File: src/core/cmd_exec_regs.svh
// Purpose: Named constants for the command and scroll controller.
// Assumes: 200 MHz clock, period 5 ns.
// Notes: Times are in nanoseconds; cycle counts derive from them.
`ifndef CMD_EXEC_REGS_SVH
`define CMD_EXEC_REGS_SVH
`define CLK_PERIOD_NS 5
`define T_PAGE_ERASE_NS 132000000
`define T_EOL_ERASE_NS 4200000
`define T_LINE_ERASE_NS 8300000
`define T_SCROLL_NS 8300000
`define T_ASYNC_LONG_NS 130000
`define T_ASYNC_SHORT_NS 80000
`define T_SYNC_NS 64000
`define CYC(ns) ((ns) / `CLK_PERIOD_NS)
`define LAST_ROW 4'hF
`define LAST_COL 6'h3F
`define FRAME_LINES_MINUS1 4'hF
`endif

File: src/core/cmd_exec_pkg.sv
// Purpose: Types shared by the command and scroll controller.
// Assumes: Three-bit command codes.
// Notes: Encodings follow the command table.
package cmd_exec_pkg;
  typedef enum logic [2:0] {
    CMD_PAGE_ERASE = 3'h0,
    CMD_EOL_ERASE = 3'h1,
    CMD_LINE_FEED = 3'h2,
    CMD_NOP = 3'h3,
    CMD_CURSOR_LEFT = 3'h4,
    CMD_LINE_ERASE = 3'h5,
    CMD_CURSOR_UP = 3'h6,
    CMD_CHAR = 3'h7
  } cmd_e;
endpackage

File: src/core/busy_if.sv
// Purpose: Carries a load request and count to the execution timer and its busy state back.
// Assumes: One clock domain.
// Notes: The timer counts down the loaded cycle count.
`timescale 1ns/100ps
interface busy_if;
  logic load;
  logic [31:0] count;
  logic busy;
  logic done;
  modport ctrl (output load, output count, input busy, input done);
  modport timer (input load, input count, output busy, output done);
endinterface

File: src/core/text_display_command_scroll.sv
// Purpose: Command execution, scrolling and page linking of a 16 by 64 text display.
// Assumes: Inputs synchronous to CLK; host keeps the strobe spacing.
// Notes: Frame timing arrives as line and frame start pulses.
`timescale 1ns/100ps
`include "cmd_exec_regs.svh"
module text_display_command_scroll
  import cmd_exec_pkg::*;
#(
  parameter int unsigned PAGE_ERASE_CYC = `CYC(`T_PAGE_ERASE_NS),
  parameter int unsigned EOL_ERASE_CYC = `CYC(`T_EOL_ERASE_NS),
  parameter int unsigned LINE_ERASE_CYC = `CYC(`T_LINE_ERASE_NS),
  parameter int unsigned SCROLL_CYC = `CYC(`T_SCROLL_NS),
  parameter int unsigned ASYNC_LONG_CYC = `CYC(`T_ASYNC_LONG_NS),
  parameter int unsigned ASYNC_SHORT_CYC = `CYC(`T_ASYNC_SHORT_NS),
  parameter int unsigned SYNC_CYC = `CYC(`T_SYNC_NS)
) (
  input wire logic CLK,
  input wire logic RESET,
  input wire logic COMMAND_STROBE,
  input wire logic [2:0] COMMAND_CODE_INPUTS,
  input wire logic SYNC_MODE,
  input wire logic LINE_START,
  input wire logic FRAME_START,
  output logic BUSY,
  output logic WRITE_PULSE,
  output logic ERASE_PULSE,
  output logic [3:0] CURSOR_ROW,
  output logic [5:0] CURSOR_COL,
  output logic [3:0] TOP_LINE,
  output logic PAGE_SELECT,
  output logic SECOND_PAGE_FLAG,
  output logic END_OF_PAGE_PULSE_N
);
  busy_if bi ();
  exec_timer u_timer (
    .CLK(CLK),
    .RESET(RESET),
    .bi(bi)
  );

  function automatic logic [31:0] exec_cycles(input cmd_e c, input logic sync, input logic scr);
    logic [31:0] n;
    n = 32'(ASYNC_SHORT_CYC);
    case (c)
      CMD_PAGE_ERASE: n = 32'(PAGE_ERASE_CYC);
      CMD_EOL_ERASE: n = 32'(EOL_ERASE_CYC);
      CMD_LINE_ERASE: n = 32'(LINE_ERASE_CYC);
      CMD_LINE_FEED, CMD_CHAR: begin
        if (scr) begin
          n = 32'(SCROLL_CYC);
        end else if (sync) begin
          n = 32'(SYNC_CYC);
        end else begin
          n = 32'(ASYNC_LONG_CYC);
        end
      end
      default: n = sync ? 32'(SYNC_CYC) : 32'(ASYNC_SHORT_CYC);
    endcase
    return n;
  endfunction

  function automatic logic writes_memory(input cmd_e c, input logic scr);
    logic w;
    w = 1'b0;
    case (c)
      CMD_PAGE_ERASE, CMD_EOL_ERASE, CMD_LINE_ERASE, CMD_CHAR: w = 1'b1;
      CMD_LINE_FEED: w = scr;
      default: w = 1'b0;
    endcase
    return w;
  endfunction

  function automatic logic erases_memory(input cmd_e c, input logic scr);
    logic e;
    e = 1'b0;
    case (c)
      CMD_PAGE_ERASE, CMD_EOL_ERASE, CMD_LINE_ERASE: e = 1'b1;
      CMD_LINE_FEED, CMD_CHAR: e = scr;
      default: e = 1'b0;
    endcase
    return e;
  endfunction

  // True on displayed lines that already belong to the following page.
  function automatic logic in_next_page(input logic [3:0] line, input logic [3:0] scrolled);
    logic [4:0] first;
    first = {1'b0, `FRAME_LINES_MINUS1} + 5'h01 - {1'b0, scrolled};
    return ({1'b0, line} >= first);
  endfunction

  logic strobe_d_r;
  logic take;
  cmd_e cmd;
  logic scroll;
  logic at_bottom;
  logic at_last_col;
  logic [3:0] line_r;
  logic [3:0] pages_scrolled_r;
  logic page_gone_r;

  assign cmd = cmd_e'(COMMAND_CODE_INPUTS);
  assign take = COMMAND_STROBE && !strobe_d_r && !bi.busy;
  assign at_bottom = (CURSOR_ROW == `LAST_ROW);
  assign at_last_col = (CURSOR_COL == `LAST_COL);
  assign scroll = take && at_bottom &&
    ((cmd == CMD_LINE_FEED) || ((cmd == CMD_CHAR) && at_last_col));
  assign bi.load = take;
  assign bi.count = exec_cycles(cmd, SYNC_MODE, scroll);
  assign BUSY = bi.busy;

  always_ff @(posedge CLK) begin
    if (RESET) begin
      strobe_d_r <= 1'b0;
    end else begin
      strobe_d_r <= COMMAND_STROBE;
    end
  end

  always_ff @(posedge CLK) begin
    if (RESET) begin
      CURSOR_ROW <= 4'h0;
      CURSOR_COL <= 6'h00;
    end else if (take) begin
      case (cmd)
        CMD_PAGE_ERASE: begin
          CURSOR_ROW <= 4'h0;
          CURSOR_COL <= 6'h00;
        end
        CMD_EOL_ERASE: CURSOR_COL <= 6'h00;
        CMD_LINE_FEED: begin
          if (!scroll) begin
            CURSOR_ROW <= CURSOR_ROW + 4'h1;
          end
        end
        CMD_CURSOR_LEFT: CURSOR_COL <= CURSOR_COL - 6'h01;
        CMD_CURSOR_UP: CURSOR_ROW <= CURSOR_ROW - 4'h1;
        CMD_CHAR: begin
          CURSOR_COL <= CURSOR_COL + 6'h01;
          if (at_last_col && !scroll) begin
            CURSOR_ROW <= CURSOR_ROW + 4'h1;
          end
        end
        default: CURSOR_ROW <= CURSOR_ROW;
      endcase
    end
  end

  always_ff @(posedge CLK) begin
    if (RESET) begin
      WRITE_PULSE <= 1'b0;
      ERASE_PULSE <= 1'b0;
    end else begin
      WRITE_PULSE <= take && writes_memory(cmd, scroll);
      ERASE_PULSE <= take && erases_memory(cmd, scroll);
    end
  end

  always_ff @(posedge CLK) begin
    if (RESET) begin
      TOP_LINE <= 4'h0;
    end else if (take && cmd == CMD_PAGE_ERASE) begin
      TOP_LINE <= 4'h0;
    end else if (scroll) begin
      TOP_LINE <= TOP_LINE + 4'h1;
    end
  end

  always_ff @(posedge CLK) begin
    if (RESET) begin
      pages_scrolled_r <= 4'h0;
      page_gone_r <= 1'b0;
      END_OF_PAGE_PULSE_N <= 1'b1;
    end else begin
      END_OF_PAGE_PULSE_N <= 1'b1;
      if (take && cmd == CMD_PAGE_ERASE) begin
        pages_scrolled_r <= 4'h0;
        page_gone_r <= 1'b0;
      end else if (scroll) begin
        pages_scrolled_r <= pages_scrolled_r + 4'h1;
        page_gone_r <= 1'b0;
        if (pages_scrolled_r == `FRAME_LINES_MINUS1) begin
          END_OF_PAGE_PULSE_N <= 1'b0;
          page_gone_r <= 1'b1;
        end
      end
    end
  end

  always_ff @(posedge CLK) begin
    if (RESET) begin
      line_r <= 4'h0;
    end else if (FRAME_START) begin
      line_r <= 4'h0;
    end else if (LINE_START) begin
      line_r <= line_r + 4'h1;
    end
  end

  always_ff @(posedge CLK) begin
    if (RESET) begin
      PAGE_SELECT <= 1'b0;
      SECOND_PAGE_FLAG <= 1'b0;
    end else if (page_gone_r || pages_scrolled_r == 4'h0) begin
      PAGE_SELECT <= 1'b0;
      SECOND_PAGE_FLAG <= 1'b0;
    end else begin
      PAGE_SELECT <= in_next_page(line_r, pages_scrolled_r);
      SECOND_PAGE_FLAG <= in_next_page(line_r, pages_scrolled_r);
    end
  end
endmodule

File: src/core/exec_timer.sv
// Purpose: Down counter that spans the execution time of a command.
// Assumes: Load and count are valid in the same cycle.
// Notes: Done pulses for one cycle as the count expires.
`timescale 1ns/100ps
module exec_timer (
  input wire logic CLK,
  input wire logic RESET,
  busy_if.timer bi
);
  logic [31:0] cnt_r;
  always_ff @(posedge CLK) begin
    if (RESET) begin
      cnt_r <= 32'h0000_0000;
    end else if (bi.load) begin
      cnt_r <= bi.count;
    end else if (cnt_r != 32'h0000_0000) begin
      cnt_r <= cnt_r - 32'h0000_0001;
    end
  end
  assign bi.busy = (cnt_r != 32'h0000_0000);
  assign bi.done = (cnt_r == 32'h0000_0001);
endmodule

File: config.mk
export PLATFORM = sky130hd
export DESIGN_NAME = text_display_command_scroll
export DESIGN_NICKNAME = d
export VERILOG_FILES = /design/src/core/cmd_exec_pkg.sv /design/src/core/busy_if.sv /design/src/core/text_display_command_scroll.sv /design/src/core/exec_timer.sv
export VERILOG_INCLUDE_DIRS = /design/src /design/src/core
export SDC_FILE = /design/constraint.sdc
export NUM_CORES = 1
export LEC_CHECK = 0
export BUFFER_PORTS_ARGS = -buffer_cell sky130_fd_sc_hd__buf_2
export CAP_MARGIN = 20
export CORE_ASPECT_RATIO = 1.4
export CORE_MARGIN = 5
export CORE_UTILIZATION = 40
export CTS_CLUSTER_DIAMETER = 60
export DETAILED_ROUTE_END_ITERATION = 12
export PLACE_DENSITY = 0.53
export SLEW_MARGIN = 20
export SYNTH_ARGS = -nofsm -noshare
export SYNTH_HDL_FRONTEND = slang
export SYNTH_SLANG_ARGS = --single-unit
File: constraint.sdc
create_clock -name CLK -period 8.6 [get_ports CLK]
set_clock_uncertainty 0.15 [all_clocks]
set_input_delay 1.72 -clock CLK [delete_from_list [all_inputs] [get_ports CLK]]
set_output_delay 1.72 -clock CLK [all_outputs]
set_load 0.01 [all_outputs]
==> out/results.ini <==
[cts]
htree_levels = 3
cts_root_buf = clkbuf_16
cts_resized = 0
clk_pin_slew_ns = 0.05
cts_buffers = 9
cts_hold_buf = 0
cts_tree = done
cts.sinks = 60
postCtsSetupRepairBufs = 0
worst_skew_pair.late_latency_ns = 0.33
clockBufferDepth = 2

[cells_and_area]
nNetsFinal = 464
layout-drive-gt1-share_pct = 11.3
diodes = 0
n_fill_cell = 840
instances_no_fill = 544
area_growth_pct = 15.3

[sta]
worst_pin_slew_ns = 0.909
hold_viol = 0
maxSlewHeadroom_pct = 39.4
slew_violations = 0
fin_ws_ns = 4.20
fin_crit_ns = 4.40
post-route-period-util_pct = 51.1
rsz0062_at_grt = no
fmax_ghz = 0.227
setup_violations = 0
finalSetupTns_ns = 0

[route]
antenna_left = 0
first_iter_violations = 150
vias_per_cell = 5.58
vias = 3035
wl_per_cell_um = 15.7
routed_wl_um = 8530
drc = 0
firstDrtPassIters = 4

[critical_path]
end_kind = output pin
worstPathRequired_ns = 6.73
cp-start-kind = register
critPathMaxFanout = 18
arrival_ns = 2.53
worstSetupPathType = register to output pin

[place]
gp_congestion = 0.774
hpwl_um = 5990
dp_slack_ns = 4.50
port_buffers = 28
dp_cells = 528

[synthesis]
synth_top_area_share_pct = 35.6
synth_cell_type_count = 45
netlist_area_um2 = 3380
synth_largest_area_cell = dfxtp_1
syn_inst = 417
yosysSeqAreaShare_pct = 35.6
avgSynthCellArea_um2 = 8.10
synthArstFlopShare_pct = 0
syn-num-nets = 444
ys_ff_latch = 60
synthFlopType = dfxtp_1
synth-edff-count = 0
synth.yosys.warnings = 0
ys_top_cells_by_area = dfxtp_1 36%, ha_1 5.9%, nor2_1 5.6%

[power_and_ir_drop]
p_per_area_nw_per_um2 = 349
p_leak_nw = 1.58
irDropWorstVdd_mv = 0.148

[floorplanning]
rows = 39
die_area_um2 = 10400
dieWidth_um = 87.6
core_um2 = 8200
start_util_pct = 41.2
io_pins = 29
die_h_um = 119

[status]
outcome = completed

[flow_run]
maxCapViolCount = 0

[global_routing]
grt_max_degree = 48
grt_pass1_vias = 2912
antenna_found_initial = 0
grt_overflow = 0
grt_first_pass_wirelength_um = 14200
gr-usage-all-layers_pct = 17.3

[hold_path]
worstHoldPathType = register to register

[synthesized netlist by cell type, types with 2 or more instances]
| library cell | instances |
|---|---|
| mux2i_1 | 4 |
| nor2b_1 | 3 |
| nand4_1 | 8 |
| xnor2_1 | 19 |
| fa_1 | 2 |
| a22oi_1 | 7 |
| inv_1 | 15 |
| dfxtp_1 | 60 |
| a31oi_1 | 3 |
| a21o_1 | 7 |
| o21ai_0 | 15 |
| o21bai_1 | 2 |
| nor3_1 | 32 |
| and3_1 | 5 |
| or2_2 | 3 |
| nand3_1 | 14 |
| nor2_1 | 50 |
| buf_1 | 2 |
| xor2_1 | 16 |
| o31ai_1 | 5 |
| or3_1 | 9 |
| o21a_1 | 2 |
| a211oi_1 | 11 |
| a21oi_1 | 32 |
| nor4_1 | 7 |
| or4_1 | 5 |
| clkbuf_1 | 17 |
| ha_1 | 16 |
| nand2_1 | 23 |
| nand2b_1 | 5 |
| a2111oi_0 | 3 |
| a311oi_1 | 2 |
[final cells by class]
class | count | area [um^2] | share of cell area [%]
flip-flops and latches | 60 | 1200 | 30.8
well taps | 102 | 128 | 3.28
clock inverters | 4 | 72.6 | 1.86
clock buffers | 12 | 246 | 6.33
repair buffers | 30 | 155 | 3.98
multi-input cells | 320 | 2030 | 52.2
inverters | 16 | 60.1 | 1.54
[where the power goes]
group	internal [mW]	switching [mW]
combinational	0.221	0.341
sequential	0.347	0.0638
clock	0.261	0.126
[per-layer routing]
layer,GRT usage (%),part of all wire [%],vias up,wire (um)
met5,0,0,-,0
met4,8.54,2.8,0,236
met3,3.83,4.0,19,344
met2,29.0,51,69,4320
met1,20.3,43,1406,3630
li1,-,-,1541,-
[layout by cell type, fill, tap and decap left out, types with 4 or more instances in the layout]
cell,n
a211oi_1,11
a21o_1,7
a21oi_1,32
a22oi_1,7
and3_1,5
buf_2,28
clkbuf_16,9
dfxtp_1,60
ha_1,16
inv_1,15
mux2i_1,4
nand2_1,23
nand2b_1,5
nand3_1,14
nand4_1,8
nor2_1,50
nor3_1,32
nor4_1,7
o21ai_0,15
o31ai_1,5
or3_1,9
or4_1,5
xnor2_1,19
xor2_1,16
[path summary, 6_finish.rpt]
check,endpoint,from,slack (ns),cells after the start
worst max-delay path,BUSY,u_timer.cnt_r[8],4.20,5
worst min-delay path,SECOND_PAGE_FLAG,page_gone_r,0.31,1
worst max register to register,CURSOR_ROW[3],u_timer.cnt_r[8],5.20,7
worst min register to register,SECOND_PAGE_FLAG,page_gone_r,0.31,1
[flip-flops by register name, indices dropped and copies added, names as in the netlist]
signal               flops
u_timer.cnt_r           32
strobe_d_r               1
END_OF_PAGE_PULSE_N      1
line_r                   4
CURSOR_COL               6
TOP_LINE                 4
page_gone_r              1
WRITE_PULSE              1
ERASE_PULSE              1
CURSOR_ROW               4
SECOND_PAGE_FLAG         1
pages_scrolled_r         4
[logic make-up (layout without fill, tap and decap cells)]
| family | count (synthesis) | in the layout | share of synthesized area [%] |
|---|---|---|---|
| flops | 60 | 60 | 35.6 |
| mux | 4 | 4 | 1.19 |
| simple gates | 171 | 171 | 25.7 |
| buf+inv | 37 | 62 | 4.26 |
| xor+xnor | 35 | 35 | 9.08 |
| compound gates | 92 | 92 | 17.1 |
| fa+ha+maj | 18 | 18 | 7.12 |
[through the flow]
stage	power, mW	hold WS [ns]	util (%)	cell area (um^2)
finish	1.36	0.315	47.5	3890
global route	1.47	0.347	47.5	3890
CTS	1.37	0.326	47.5	3890
detailed placement	0.976	0.318	43.6	3570
global placement	0.971	0.305	43.6	3570
floorplan	0.870	0.248	-	3380
[worst max-delay path: stages (launching register included)]
cell and delay, ns:
dfxtp_1 0.35, or4_4 0.57, or3_1 0.49, nor4_4 0.36, inv_2 0.22, buf_2 0.20
(Power assumes the default switching activity.)
